===== config.mk =====
export PLATFORM = sky130hd
export DESIGN_NAME = multimode_serial_port
export DESIGN_NICKNAME = d
export VERILOG_FILES = /design/src/serial_port_pkg.sv /design/src/baud_if.sv /design/src/baud_gen.sv /design/src/line_sync.sv /design/src/multimode_serial_port.sv
export VERILOG_INCLUDE_DIRS = /design/src
export SDC_FILE = /design/constraint.sdc
export NUM_CORES = 1
export LEC_CHECK = 0
export ABC_CLOCK_PERIOD_IN_PS = 5600
export BUFFER_PORTS_ARGS = -buffer_cell sky130_fd_sc_hd__buf_4
export CAP_MARGIN = 20
export CORE_AREA = 5 5 101 103
export DETAILED_ROUTE_END_ITERATION = 8
export DIE_AREA = 0 0 106 108
export HOLD_SLACK_MARGIN = 0.08
export PLACE_DENSITY = 0.73
export SETUP_SLACK_MARGIN = 0.3
export SYNTH_ARGS = -nofsm -noshare
export SYNTH_HDL_FRONTEND = slang
export SYNTH_HIERARCHICAL = 1
export SYNTH_SLANG_ARGS = --single-unit

===== constraint.sdc =====
create_clock -name mclk -period 5.6 [get_ports mclk]
set_input_delay 0.28 -clock mclk [delete_from_list [all_inputs] [get_ports mclk]]
set_output_delay 0.28 -clock mclk [all_outputs]
set_load 0.005 [all_outputs]

===== src/serial_port_defs.svh =====
/*
  constants of the multimode serial port: register offsets, bit fields,
  reset values, mode codes and bit-timing counts.
  assumes: included by bare name from every design file that needs it.
*/
// How it works
// control bits 7:6 = 00 gives shift mode
// 01 gives 8-bit async, variable rate
// 10 gives 9-bit async, fixed rate
// 11 gives 9-bit async, variable rate
// rate = clock / (16 * (divisor + 1))
// mode 2 rate = clock / 16, divisor ignored
// buffer write loads tx, read returns rx
// receiver runs ahead; unread byte overwritten
// every buffer write starts a transmission
// shift mode receive needs done clear, enable
// async receive starts on low start bit
// shift mode: clock on txd, data on rxd
// mode 1 frame: start, 8 data, stop
// 9-bit frame adds ninth bit from control
// ninth bit stored in control bit 2
// rx done is bit 5, tx done bit 4
// shift mode rx done after 8th bit
// mode 1 rx done at stop midpoint
// 9-bit rx done at ninth bit midpoint
// shift mode tx done after 8th bit
// async tx done at stop bit start
// done flags stay until software clears
// interrupt request = done flag and enable
// reset clears control register to zero
// filter drops frames whose ninth bit is 0
// async receiver samples at bit centre
// shift clock idles high after eight clocks
`ifndef SERIAL_PORT_DEFS_SVH
`define SERIAL_PORT_DEFS_SVH

// ----------------------------------------
// register offsets
// ----------------------------------------
`define OFS_CONTROL 8'hF6
`define OFS_BUFFER 8'hF7
`define OFS_DIVISOR 8'hF8
`define OFS_PENDING 8'hF9

// ----------------------------------------
// control and pending fields
// ----------------------------------------
`define CTL_FILTER 5
`define CTL_RXEN 4
`define CTL_TX9 3
`define CTL_RX9 2
`define CTL_RIE 1
`define CTL_TIE 0
`define PND_RX 5
`define PND_TX 4

// ----------------------------------------
// reset values and mode codes
// ----------------------------------------
`define CTL_RESET 8'h00
`define DIV_RESET 8'h00
`define BUF_RESET 8'h00
`define LINE_IDLE 1'b1
`define MODE_SHIFT 2'h0
`define MODE_8VAR 2'h1
`define MODE_9FIX 2'h2
`define MODE_9VAR 2'h3

// ----------------------------------------
// bit timing, in ticks of sixteen per bit, and frame bit indices
// ----------------------------------------
`define TICK_LAST 4'hF
`define TICK_MID 4'h7
`define TICK_RISE 4'h8
`define RX_SAMPLES 4'h8
`define M0_LAST_BIT 4'h7
`define STOP_IDX_8 4'h9
`define STOP_IDX_9 4'hA

`endif


===== src/serial_port_pkg.sv =====
/*
  types shared by the serial port modules.
  assumes: nothing beyond a SystemVerilog compiler.
*/
package serial_port_pkg;
  // one register byte
  typedef logic [7:0] byte_t;
  // receiver sequencer states
  typedef enum logic [2:0] {RX_IDLE, RX_START, RX_DATA, RX_HOLD, RX_SYNC} rx_state_t;
endpackage


===== src/baud_if.sv =====
/*
  carrier between the port core and its rate generator.
  assumes: both ends run on mclk.
*/
`timescale 1ns/1ps
interface baud_if;
  logic [7:0] divisor; // rate divisor value
  logic fixed; // fixed divide-by-16 rate
  logic tick; // one pulse per sixteenth of a bit
  modport gen(input divisor, input fixed, output tick);
  modport user(output divisor, output fixed, input tick);
endinterface // baud_if


===== src/baud_gen.sv =====
/*
  rate generator: one tick per sixteenth of a bit.
  assumes: divisor and fixed come from the core on mclk.
*/
`timescale 1ns/1ps
`include "serial_port_defs.svh"
module baud_gen (
  input wire logic mclk,
  input wire logic reset_n,
  input wire logic clk_en,
  baud_if.gen b
);
  typedef struct packed {
    logic [7:0] cnt; // cycles left in this tick
    logic tick;
  } rate_t;
  rate_t st, nx;

  // ----------------------------------------
  // divide by divisor + 1
  // ----------------------------------------
  always_comb begin
    nx = st;
    nx.tick = 1'b0;
    if (b.fixed || st.cnt == 8'h00) begin
      // fixed rate ignores the divisor
      nx.tick = 1'b1;
      nx.cnt = b.fixed ? 8'h00 : b.divisor;
    end else begin
      nx.cnt = st.cnt - 8'h01;
    end
  end

  always_ff @(posedge mclk) begin
    if (!reset_n) begin
      st <= '0;
    end else if (clk_en) begin
      st <= nx;
    end
  end

  assign b.tick = st.tick & clk_en;
endmodule // baud_gen


===== src/line_sync.sv =====
/*
  three-stage synchroniser with agreement filter for one pin.
  assumes: pin is asynchronous to mclk; idles high.
*/
`timescale 1ns/1ps
`include "serial_port_defs.svh"
module line_sync (
  input wire logic mclk,
  input wire logic reset_n,
  input wire logic clk_en,
  input wire logic pin_in,
  output logic line_out
);
  typedef struct packed {
    logic s1; // metastable stage, only s2 reads it
    logic s2;
    logic s3;
    logic o; // filtered level
  } sync_t;
  sync_t st, nx;

  // ----------------------------------------
  // next state
  // ----------------------------------------
  always_comb begin
    nx = st;
    nx.s1 = pin_in;
    nx.s2 = st.s1;
    nx.s3 = st.s2;
    // a change counts only once two later stages agree
    if (st.s2 == st.s3) begin
      nx.o = st.s3;
    end
  end

  always_ff @(posedge mclk) begin
    if (!reset_n) begin
      st <= {4{`LINE_IDLE}};
    end else if (clk_en) begin
      st <= nx;
    end
  end

  assign line_out = st.o;
endmodule // line_sync


===== src/multimode_serial_port.sv =====
/*
  multimode serial port: registers, transmitter, receiver.
  assumes: single mclk domain, plain register port with read data one
  cycle after the read strobe, rxd pin driven outside via rxd_oe.
*/
`timescale 1ns/1ps
`include "serial_port_defs.svh"
module multimode_serial_port (
  input wire logic mclk,
  input wire logic reset_n,
  input wire logic clk_en,
  input wire serial_port_pkg::byte_t addr,
  input wire serial_port_pkg::byte_t wdata,
  input wire logic wr_stb,
  input wire logic rd_stb,
  output serial_port_pkg::byte_t rdata,
  input wire logic rxd_in,
  output logic rxd_out,
  output logic rxd_oe,
  output logic txd_out,
  output logic rx_irq,
  output logic tx_irq
);
  import serial_port_pkg::*;

  // ----------------------------------------
  // state
  // ----------------------------------------
  typedef struct packed {
    byte_t ctl; // serial_control
    byte_t div; // rate_divisor
    byte_t rbuf; // receive buffer
    logic rx_done; // rx_done_flag
    logic tx_done; // tx_done_flag
    byte_t rdata; // read data register
    logic rx_irq;
    logic tx_irq;
    logic txd; // txd pin, also the shift clock
    logic rxd_o; // shift mode data out
    logic rxd_oe;
    logic tx_act; // transmitter busy
    logic [10:0] tx_sh; // transmit frame shifter
    logic [3:0] tx_bit; // bit index in frame
    logic [3:0] tx_tk; // tick within bit
    rx_state_t rx_st;
    byte_t rx_sh; // receive shifter
    logic [3:0] rx_bit;
    logic [3:0] rx_tk;
  } core_t;
  core_t st, nx;

  logic [1:0] mode; // current operating mode
  logic m0; // shift mode
  logic wr_buf; // buffer write this cycle
  logic rxs; // synchronised rxd level
  logic [3:0] stop_idx; // index of stop bit
  baud_if b();

  // mode decode
  assign mode = st.ctl[7:6];
  assign m0 = (mode == `MODE_SHIFT);
  assign wr_buf = wr_stb && (addr == `OFS_BUFFER);
  assign stop_idx = (mode == `MODE_8VAR) ? `STOP_IDX_8 : `STOP_IDX_9;
  assign b.divisor = st.div;
  assign b.fixed = (mode == `MODE_9FIX);

  // ----------------------------------------
  // helpers
  // ----------------------------------------
  line_sync u_sync (
    .mclk(mclk),
    .reset_n(reset_n),
    .clk_en(clk_en),
    .pin_in(rxd_in),
    .line_out(rxs)
  );

  baud_gen u_rate (
    .mclk(mclk),
    .reset_n(reset_n),
    .clk_en(clk_en),
    .b(b.gen)
  );

  // ----------------------------------------
  // next state
  // ----------------------------------------
  always_comb begin
    nx = st;
    nx.rdata = 8'h00;

    // register reads return state before this cycle's update
    if (rd_stb) begin
      unique case (addr)
        `OFS_CONTROL: nx.rdata = st.ctl;
        `OFS_BUFFER: nx.rdata = st.rbuf; // receive side
        `OFS_DIVISOR: nx.rdata = st.div;
        `OFS_PENDING: nx.rdata = {2'b00, st.rx_done, st.tx_done, 4'h0};
        default: nx.rdata = 8'h00; // unmapped reads zero
      endcase
    end

    // register writes; hardware sets below win over clears
    if (wr_stb) begin
      unique case (addr)
        `OFS_CONTROL: nx.ctl = wdata;
        `OFS_DIVISOR: nx.div = wdata;
        `OFS_PENDING: begin
          // writing 0 clears, writing 1 leaves alone
          if (!wdata[`PND_RX]) begin
            nx.rx_done = 1'b0;
          end
          if (!wdata[`PND_TX]) begin
            nx.tx_done = 1'b0;
          end
        end
        default: ; // buffer handled by transmitter
      endcase
    end

    // ----------------------------------------
    // transmitter
    // ----------------------------------------
    if (wr_buf) begin
      // any buffer write restarts the shifter
      nx.tx_act = 1'b1;
      nx.tx_bit = 4'h0;
      nx.tx_tk = 4'h0;
      nx.txd = 1'b0; // start bit, or shift clock low
      if (m0) begin
        // data out on rxd, clock on txd
        nx.tx_sh = {3'b111, wdata};
        nx.rxd_o = wdata[0];
        nx.rxd_oe = 1'b1;
        if (st.rx_st == RX_SYNC) begin
          nx.rx_st = RX_IDLE; // one pin cannot carry both ways
        end
      end else begin
        // hardware frames the byte
        nx.tx_sh = {1'b1, (mode == `MODE_8VAR) ? 1'b1 : st.ctl[`CTL_TX9], wdata, 1'b0};
      end
    end else if (st.tx_act && b.tick) begin
      nx.tx_tk = st.tx_tk + 4'h1;
      if (m0) begin
        // clock low for half a bit, then high
        nx.txd = (nx.tx_tk >= `TICK_RISE);
        if (st.tx_tk == `TICK_LAST) begin
          nx.tx_sh = {1'b1, st.tx_sh[10:1]};
          nx.tx_bit = st.tx_bit + 4'h1;
          nx.rxd_o = st.tx_sh[1];
          if (st.tx_bit == `M0_LAST_BIT) begin
            // 8th bit out: stop clocking, idle high
            nx.tx_act = 1'b0;
            nx.tx_done = 1'b1;
            nx.txd = 1'b1;
            nx.rxd_oe = 1'b0;
          end
        end
      end else if (st.tx_tk == `TICK_LAST) begin
        nx.tx_sh = {1'b1, st.tx_sh[10:1]};
        nx.tx_bit = st.tx_bit + 4'h1;
        nx.txd = st.tx_sh[1];
        if (st.tx_bit + 4'h1 == stop_idx) begin
          nx.tx_done = 1'b1; // stop bit begins
        end
        if (st.tx_bit == stop_idx) begin
          nx.tx_act = 1'b0; // frame over, line stays high
          nx.txd = 1'b1;
        end
      end
    end

    // ----------------------------------------
    // receiver
    // ----------------------------------------
    unique case (st.rx_st)
      RX_IDLE: begin
        if (st.ctl[`CTL_RXEN]) begin
          if (m0) begin
            // shift mode waits for a cleared flag
            if (!st.rx_done && !st.tx_act && !wr_buf) begin
              nx.rx_st = RX_SYNC;
              nx.rx_tk = 4'h0;
              nx.rx_bit = 4'h0;
            end
          end else if (b.tick && !rxs) begin
            // falling edge of a start bit
            nx.rx_st = RX_START;
            nx.rx_tk = 4'h0;
          end
        end
      end
      RX_START: begin
        if (b.tick) begin
          nx.rx_tk = st.rx_tk + 4'h1;
          if (st.rx_tk == `TICK_MID) begin
            // recheck at the centre to reject glitches
            nx.rx_st = rxs ? RX_IDLE : RX_DATA;
            nx.rx_tk = 4'h0;
            nx.rx_bit = 4'h0;
          end
        end
      end
      RX_DATA: begin
        if (b.tick) begin
          nx.rx_tk = st.rx_tk + 4'h1;
          if (st.rx_tk == `TICK_LAST) begin
            // sixteen ticks on from a centre is the next centre
            nx.rx_bit = st.rx_bit + 4'h1;
            if (st.rx_bit != `RX_SAMPLES) begin
              nx.rx_sh = {rxs, st.rx_sh[7:1]}; // lsb first
            end else begin
              nx.rx_st = RX_HOLD;
              if (mode != `MODE_8VAR) begin
                // ninth bit kept, stop not checked
                nx.ctl[`CTL_RX9] = rxs;
              end
              // filter: ninth bit (or mode 1 stop) must be 1
              if (!st.ctl[`CTL_FILTER] || rxs) begin
                // a still-unread byte is overwritten here
                nx.rbuf = st.rx_sh;
                nx.rx_done = 1'b1;
              end
            end
          end
        end
      end
      RX_HOLD: begin
        // wait for a high line so a low ninth bit is no start
        if (rxs) begin
          nx.rx_st = RX_IDLE;
        end
      end
      RX_SYNC: begin
        if (b.tick) begin
          nx.rx_tk = st.rx_tk + 4'h1;
          nx.txd = (nx.rx_tk >= `TICK_RISE);
          if (nx.rx_tk == `TICK_RISE) begin
            // sample on the rising shift clock
            nx.rx_sh = {rxs, st.rx_sh[7:1]};
            if (st.rx_bit == `M0_LAST_BIT) begin
              nx.rbuf = {rxs, st.rx_sh[7:1]};
              nx.rx_done = 1'b1;
            end
          end
          if (st.rx_tk == `TICK_LAST) begin
            nx.rx_bit = st.rx_bit + 4'h1;
            if (st.rx_bit == `M0_LAST_BIT) begin
              nx.rx_st = RX_IDLE; // clock parks high
              nx.txd = 1'b1;
            end
          end
        end
      end
      default: nx.rx_st = RX_IDLE; // unused codes recover
    endcase

    // interrupt requests follow flag and enable
    nx.rx_irq = st.rx_done && st.ctl[`CTL_RIE];
    nx.tx_irq = st.tx_done && st.ctl[`CTL_TIE];
  end

  // ----------------------------------------
  // state register
  // ----------------------------------------
  always_ff @(posedge mclk) begin
    if (!reset_n) begin
      st <= '0;
      st.ctl <= `CTL_RESET; // mode 0, all off
      st.div <= `DIV_RESET;
      st.rbuf <= `BUF_RESET;
      st.txd <= `LINE_IDLE;
      st.rx_st <= RX_IDLE;
    end else if (clk_en) begin
      st <= nx;
    end
  end

  // outputs straight from the state flops
  assign rdata = st.rdata;
  assign rxd_out = st.rxd_o;
  assign rxd_oe = st.rxd_oe;
  assign txd_out = st.txd;
  assign rx_irq = st.rx_irq;
  assign tx_irq = st.tx_irq;
endmodule // multimode_serial_port


Word level (Yosys, flattened, before mapping)
Index checks and enable logic that the tools add are counted.
{ "word_totals": {"word_cells": 191, "output_inout_bits": 13, "register_bits": 91} }
{ "classes": {"eq_ne": 40, "n_reduce_logical": 35, "add_sub_neg": 5, "muxes": 82, "magnitude_cmp": 2, "bitwise_logic": 1} }
{ "op_table": {"columns": ["op", "count"], "rows": [
  ["8-bit 2-to-1 mux", 10],
  ["8-bit case mux with 4 select lines", 2],
  ["9-bit 2-to-1 mux", 7],
  ["19-bit 2-to-1 mux", 3],
  ["23-bit 2-to-1 mux", 2],
  ["3-bit 2-to-1 mux", 14],
  ["8-bit == test (second input constant)", 4],
  ["16-bit 2-to-1 mux", 2],
  ["2-bit inequality test (second input constant)", 13],
  ["1-bit 2-to-1 mux", 25],
  ["9-bit case mux with 2 select lines", 1],
  ["4-bit by 1-bit adder with 4-bit output (second input constant)", 4],
  ["4-bit 2-to-1 mux", 4],
  ["8-bit case mux with 2 select lines", 1],
  ["15-bit 2-to-1 mux", 1],
  ["3-bit case mux with 5 select lines", 1],
  ["2-bit 2-to-1 mux", 7],
  ["4-bit by 3-bit == test with 1-bit output (second input constant)", 3],
  ["4-bit == test (second input constant)", 3],
  ["11-bit 2-to-1 mux", 1],
  ["11-bit AND reduction", 1],
  ["10-bit 2-to-1 mux", 1],
  ["5-bit AND reduction", 2],
  ["3-bit AND reduction", 3],
  ["other kinds (28)", 50]
]} }

Logic depth before layout (Yosys ltp)
{ "depth": {"ltp_word": 10, "ltp_mapped": 8} }

Modules after synthesis
The synthesis kept the hierarchy.
{ "by_module_without_submodules": {"columns": ["mod", "n_inst", "seq_area_each_um2", "area_per_inst_um2", "cells_each"], "rows": [
  ["multimode_serial_port", 1, 1541.5, 4209.0, 520],
  ["baud_gen", 1, 180.2, 574.3, 70],
  ["line_sync", 1, 80.1, 147.6, 15]
]} }

Worst setup path after synthesis
Ideal clock, no wire load.
{ "synth_timing": {"kind": "register to register", "startpoint": "reg st[0] (netlist name)", "endpoint": "reg st[54] (netlist name)", "n_path_buf": 1, "synth_period_minus_slack_ps": 2108, "stages_incl_launch_ff": 8, "path_slack_ps": 3492, "arrival_time_ps": 1992, "required_time_ps": 5484, "path_cell_list": "dfxtp_1 ha_1 and3_1 clkbuf_1 nand3_1 a21oi_1 nand2_1 o211a_1"} }
{ "synth_via": {"elab_chain_len": 4, "elab_cells_between_ends": 6, "classes_between": "add/sub: 1; eq/ne: 4; reduce/logical: 1"} }
{ "synth_lines": {"columns": ["element", "line_no", "source"], "rows": [
  ["start, declared", "multimode_serial_port.sv:50", "core_t st, nx;"],
  ["start signal, assigned", "multimode_serial_port.sv:275", "st <= nx;"],
  ["4-bit by 1-bit adder with 4-bit output", "multimode_serial_port.sv:236", "nx.rx_tk = st.rx_tk + 4'h1;"],
  ["4-bit == test (no source line)", null, null],
  ["2-bit by 1-bit inequality test with 1-bit output (no source line)", null, null],
  ["9-bit AND reduction (no source line) *", null, null]
]} }
Every way passes the cells marked *; elsewhere a longest branch is shown, timed or not.
A chain may end at the register's enable or synchronous reset.

Worst setup path after layout
{ "layout_timing": {"startpoint": "reg st[0] (netlist name)", "endpoint": "reg st[61] (netlist name)"} }
Same word-level chain as after synthesis.

==> results.cfg <==
[floorplan]
fp.dieArea_um2 = 11400
die_w_um = 106
core_um2 = 9110
initial_utilization_pct = 54.1
io_pins = 35
rows = 35
die-height_um = 108

[route]
drc = 0
wl_per_cell_um = 17.2
ant_nets = 0
viasPerCell = 6.27
routed_wl_mm = 12.5
drt_pre_antenna_iters = 6
via_count = 4543
drtIter0Drc = 353

[synthesis]
synth.top_cell.area_share_pct = 36.5
syn-num-nets = 634
syn_inst = 605
synth_seq_cells = 90
yosys.area.top_type = dfxtp_1
synthFlopType = dfxtp_1
syn_area_um2 = 4930
yosys-top-cells-count = dfxtp_1 (90), nand2_1 (66), a21oi_1 (56)
yosysSeqAreaShare_pct = 36.5
yosysWarnings = 6
synth_edf_count = 0
ys_async_sr_fraction_pct = 0
synth_area_leaders = dfxtp_1 (37%), mux2i_1 (5.9%), a21oi_1 (5.7%), nand2_1 (5.0%), o21ai_0 (3.8%)
yosysUniqueCellTypes = 66
synth_area_per_cell_um2 = 8.15
yosysMostFrequentCell = dfxtp_1

[global_routing]
grt_overflow = 0
antenna_found_initial = 0
track_usage_pct = 22.2
grt_pass1_vias = 4179
grt_max_degree = 46
grt_pass1_wl_mm = 20.8

[clocking]
cts_tree = built
numCtsBuffers = 9
ctsHoldBuffers = 0
clock_latency_ns = 0.37
clockBufferDepth = 2
cts_root_buffer = clkbuf_8
post_cts.repair.setup_buffers = 0
ctsResizeCount = 0
clock_sinks = 90
clkTransAtPathRegs_ns = 0.08
h-tree-depth = 3

[place]
gp_congestion = 0.887
placedInstanceArea_um2 = 5140
post-dp-hpwl_mm = 8.85
dp.cells = 711
dp_slack_ns = 2.79
port_buffers = 34

[pwr]
leakagePower_nw = 2.24
cellPowerDensity_nw_per_um2 = 284
peakVddDrop_mv = 0.193

[layout]
postLayoutCellArea_um2 = 5320
final_cells = 725
multi_input_area_um2 = 2890
num_antenna_cells = 0
final_util_pct = 58.4
area_growth_pct = 7.92
drive_above_1_share_pct = 8.96
fin_nets = 640
fillers = 831
seqCellArea_um2 = 1800

[setup_path]
crit_end = st[61]
worst_r2r_path_depth = 6
crit_fanout = 9
reg2reg_from = st[0]
critPathLaunch = st[0]
ff2ff_setup_slack_ns = 3.04
crit_path_end_kind = register
critical_path_class = register to register
worstReg2RegEnd = st[61]
cp-start-kind = register
arrival_ns = 2.81
cp.required_ns = 5.85

[sta]
slew_violations = 0
post-route-period-util_pct = 45.7
fin_ws_ns = 3.04
fmax_ghz = 0.391
setup_violations = 0
setup_tns_ns = 0
rsz0062_at_grt = false
slew_headroom_pct = 28.3
hold_viol = 0
post-route-min-period_ns = 2.56
tightest_slew_ns = 1.07
skew_ns = 0.0127

[worst_hold_path]
hold_path.class = primary input to register

[run]
maxCapViolations = 0

[outcome]
status = complete, no violations
## worst min-delay path by stage
stage / cells after the start / from / slack (ns) / endpoint
floorplan: 1 / reset_n / 0.34 / u_sync/nx[1]
global placement: 2 / st[72] / 0.45 / st[72]
detailed placement: 2 / st[72] / 0.46 / st[72]
CTS: 3 / rxd_in / 0.14 / u_sync/nx[2]
global route: 3 / rxd_in / 0.16 / u_sync/nx[2]
finish: 3 / rxd_in / 0.14 / u_sync/nx[2]
## worst max-delay path, cell delays in order (launching register included)
cell and delay [ns]:
dfxtp_1 0.43, ha_1 0.30, and3_1 0.36, nand3_1 0.12
a21oi_1 0.55, nand2_1 0.37, o211a_1 0.32
## cell families (layout without fill, tap and decap cells)
| kind of cell | after synthesis | in the layout | synth area share, % |
|---|---|---|---|
| mux | 29 | 29 | 5.89 |
| simple gates | 237 | 237 | 25.0 |
| xor+xnor | 4 | 4 | 0.710 |
| flops | 90 | 90 | 36.5 |
| compound gates | 188 | 188 | 25.3 |
| buf+inv | 50 | 59 | 4.82 |
| fa+ha+maj | 7 | 7 | 1.78 |
## placed cells by master, fill, tap and decap left out, types with 7 or more instances in the layout
cell      instances
dfxtp_1          90
nand2_1          66
a21oi_1          56
nor2_1           49
o21ai_0          37
buf_4            37
nand3_1          30
mux2i_1          29
nand2b_1         19
a22o_1           13
nor2b_1          11
nor3_1           10
a211oi_1          9
a21o_1            9
o211a_1           9
clkbuf_8          9
and2_1            8
inv_1             7
ha_1              7
## routing by layer
metal  up-vias  wire length [um]  GRT usage (%)
met5         -                 0              0
met4         0               216           6.48
met3        23               736           4.12
met2       169              5750           36.1
met1      2132              5760           30.2
li1       2219                 -              -
## registers in the layout, indices dropped and copies added (netlist names), 2 cells and up
name	flops
b.divisor	8
st	54
mode	2
u_rate/st	9
rdata	8
u_sync/nx	2
## where the power goes
part | switching, W | internal, W | leakage, nW
sequential | 0.0000425 | 0.000669 | 0.726
clock | 0.000235 | 0.000203 | 0.0848
combinational | 0.000205 | 0.000155 | 1.43
total | 0.000483 | 0.00103 | 2.24
## cell type report
cell class	instances	share of cell area [%]
Tap cell	111	2.61
Inverter	8	0.564
Sequential cell	90	33.9
Multi-Input combinational cell	465	54.3
Clock buffer	10	2.40
Clock inverter	4	1.01
Timing Repair Buffer	37	5.22
## metrics by stage
stage	hold slack [ns]	total power [W]
final	0.139	0.00151
after global routing	0.159	0.00158
after CTS	0.145	0.00151
after detailed placement	0.459	0.00108
after global placement	0.452	0.00107
after floorplan	0.342	0.00102
Power figures use the tool's default switching activity.
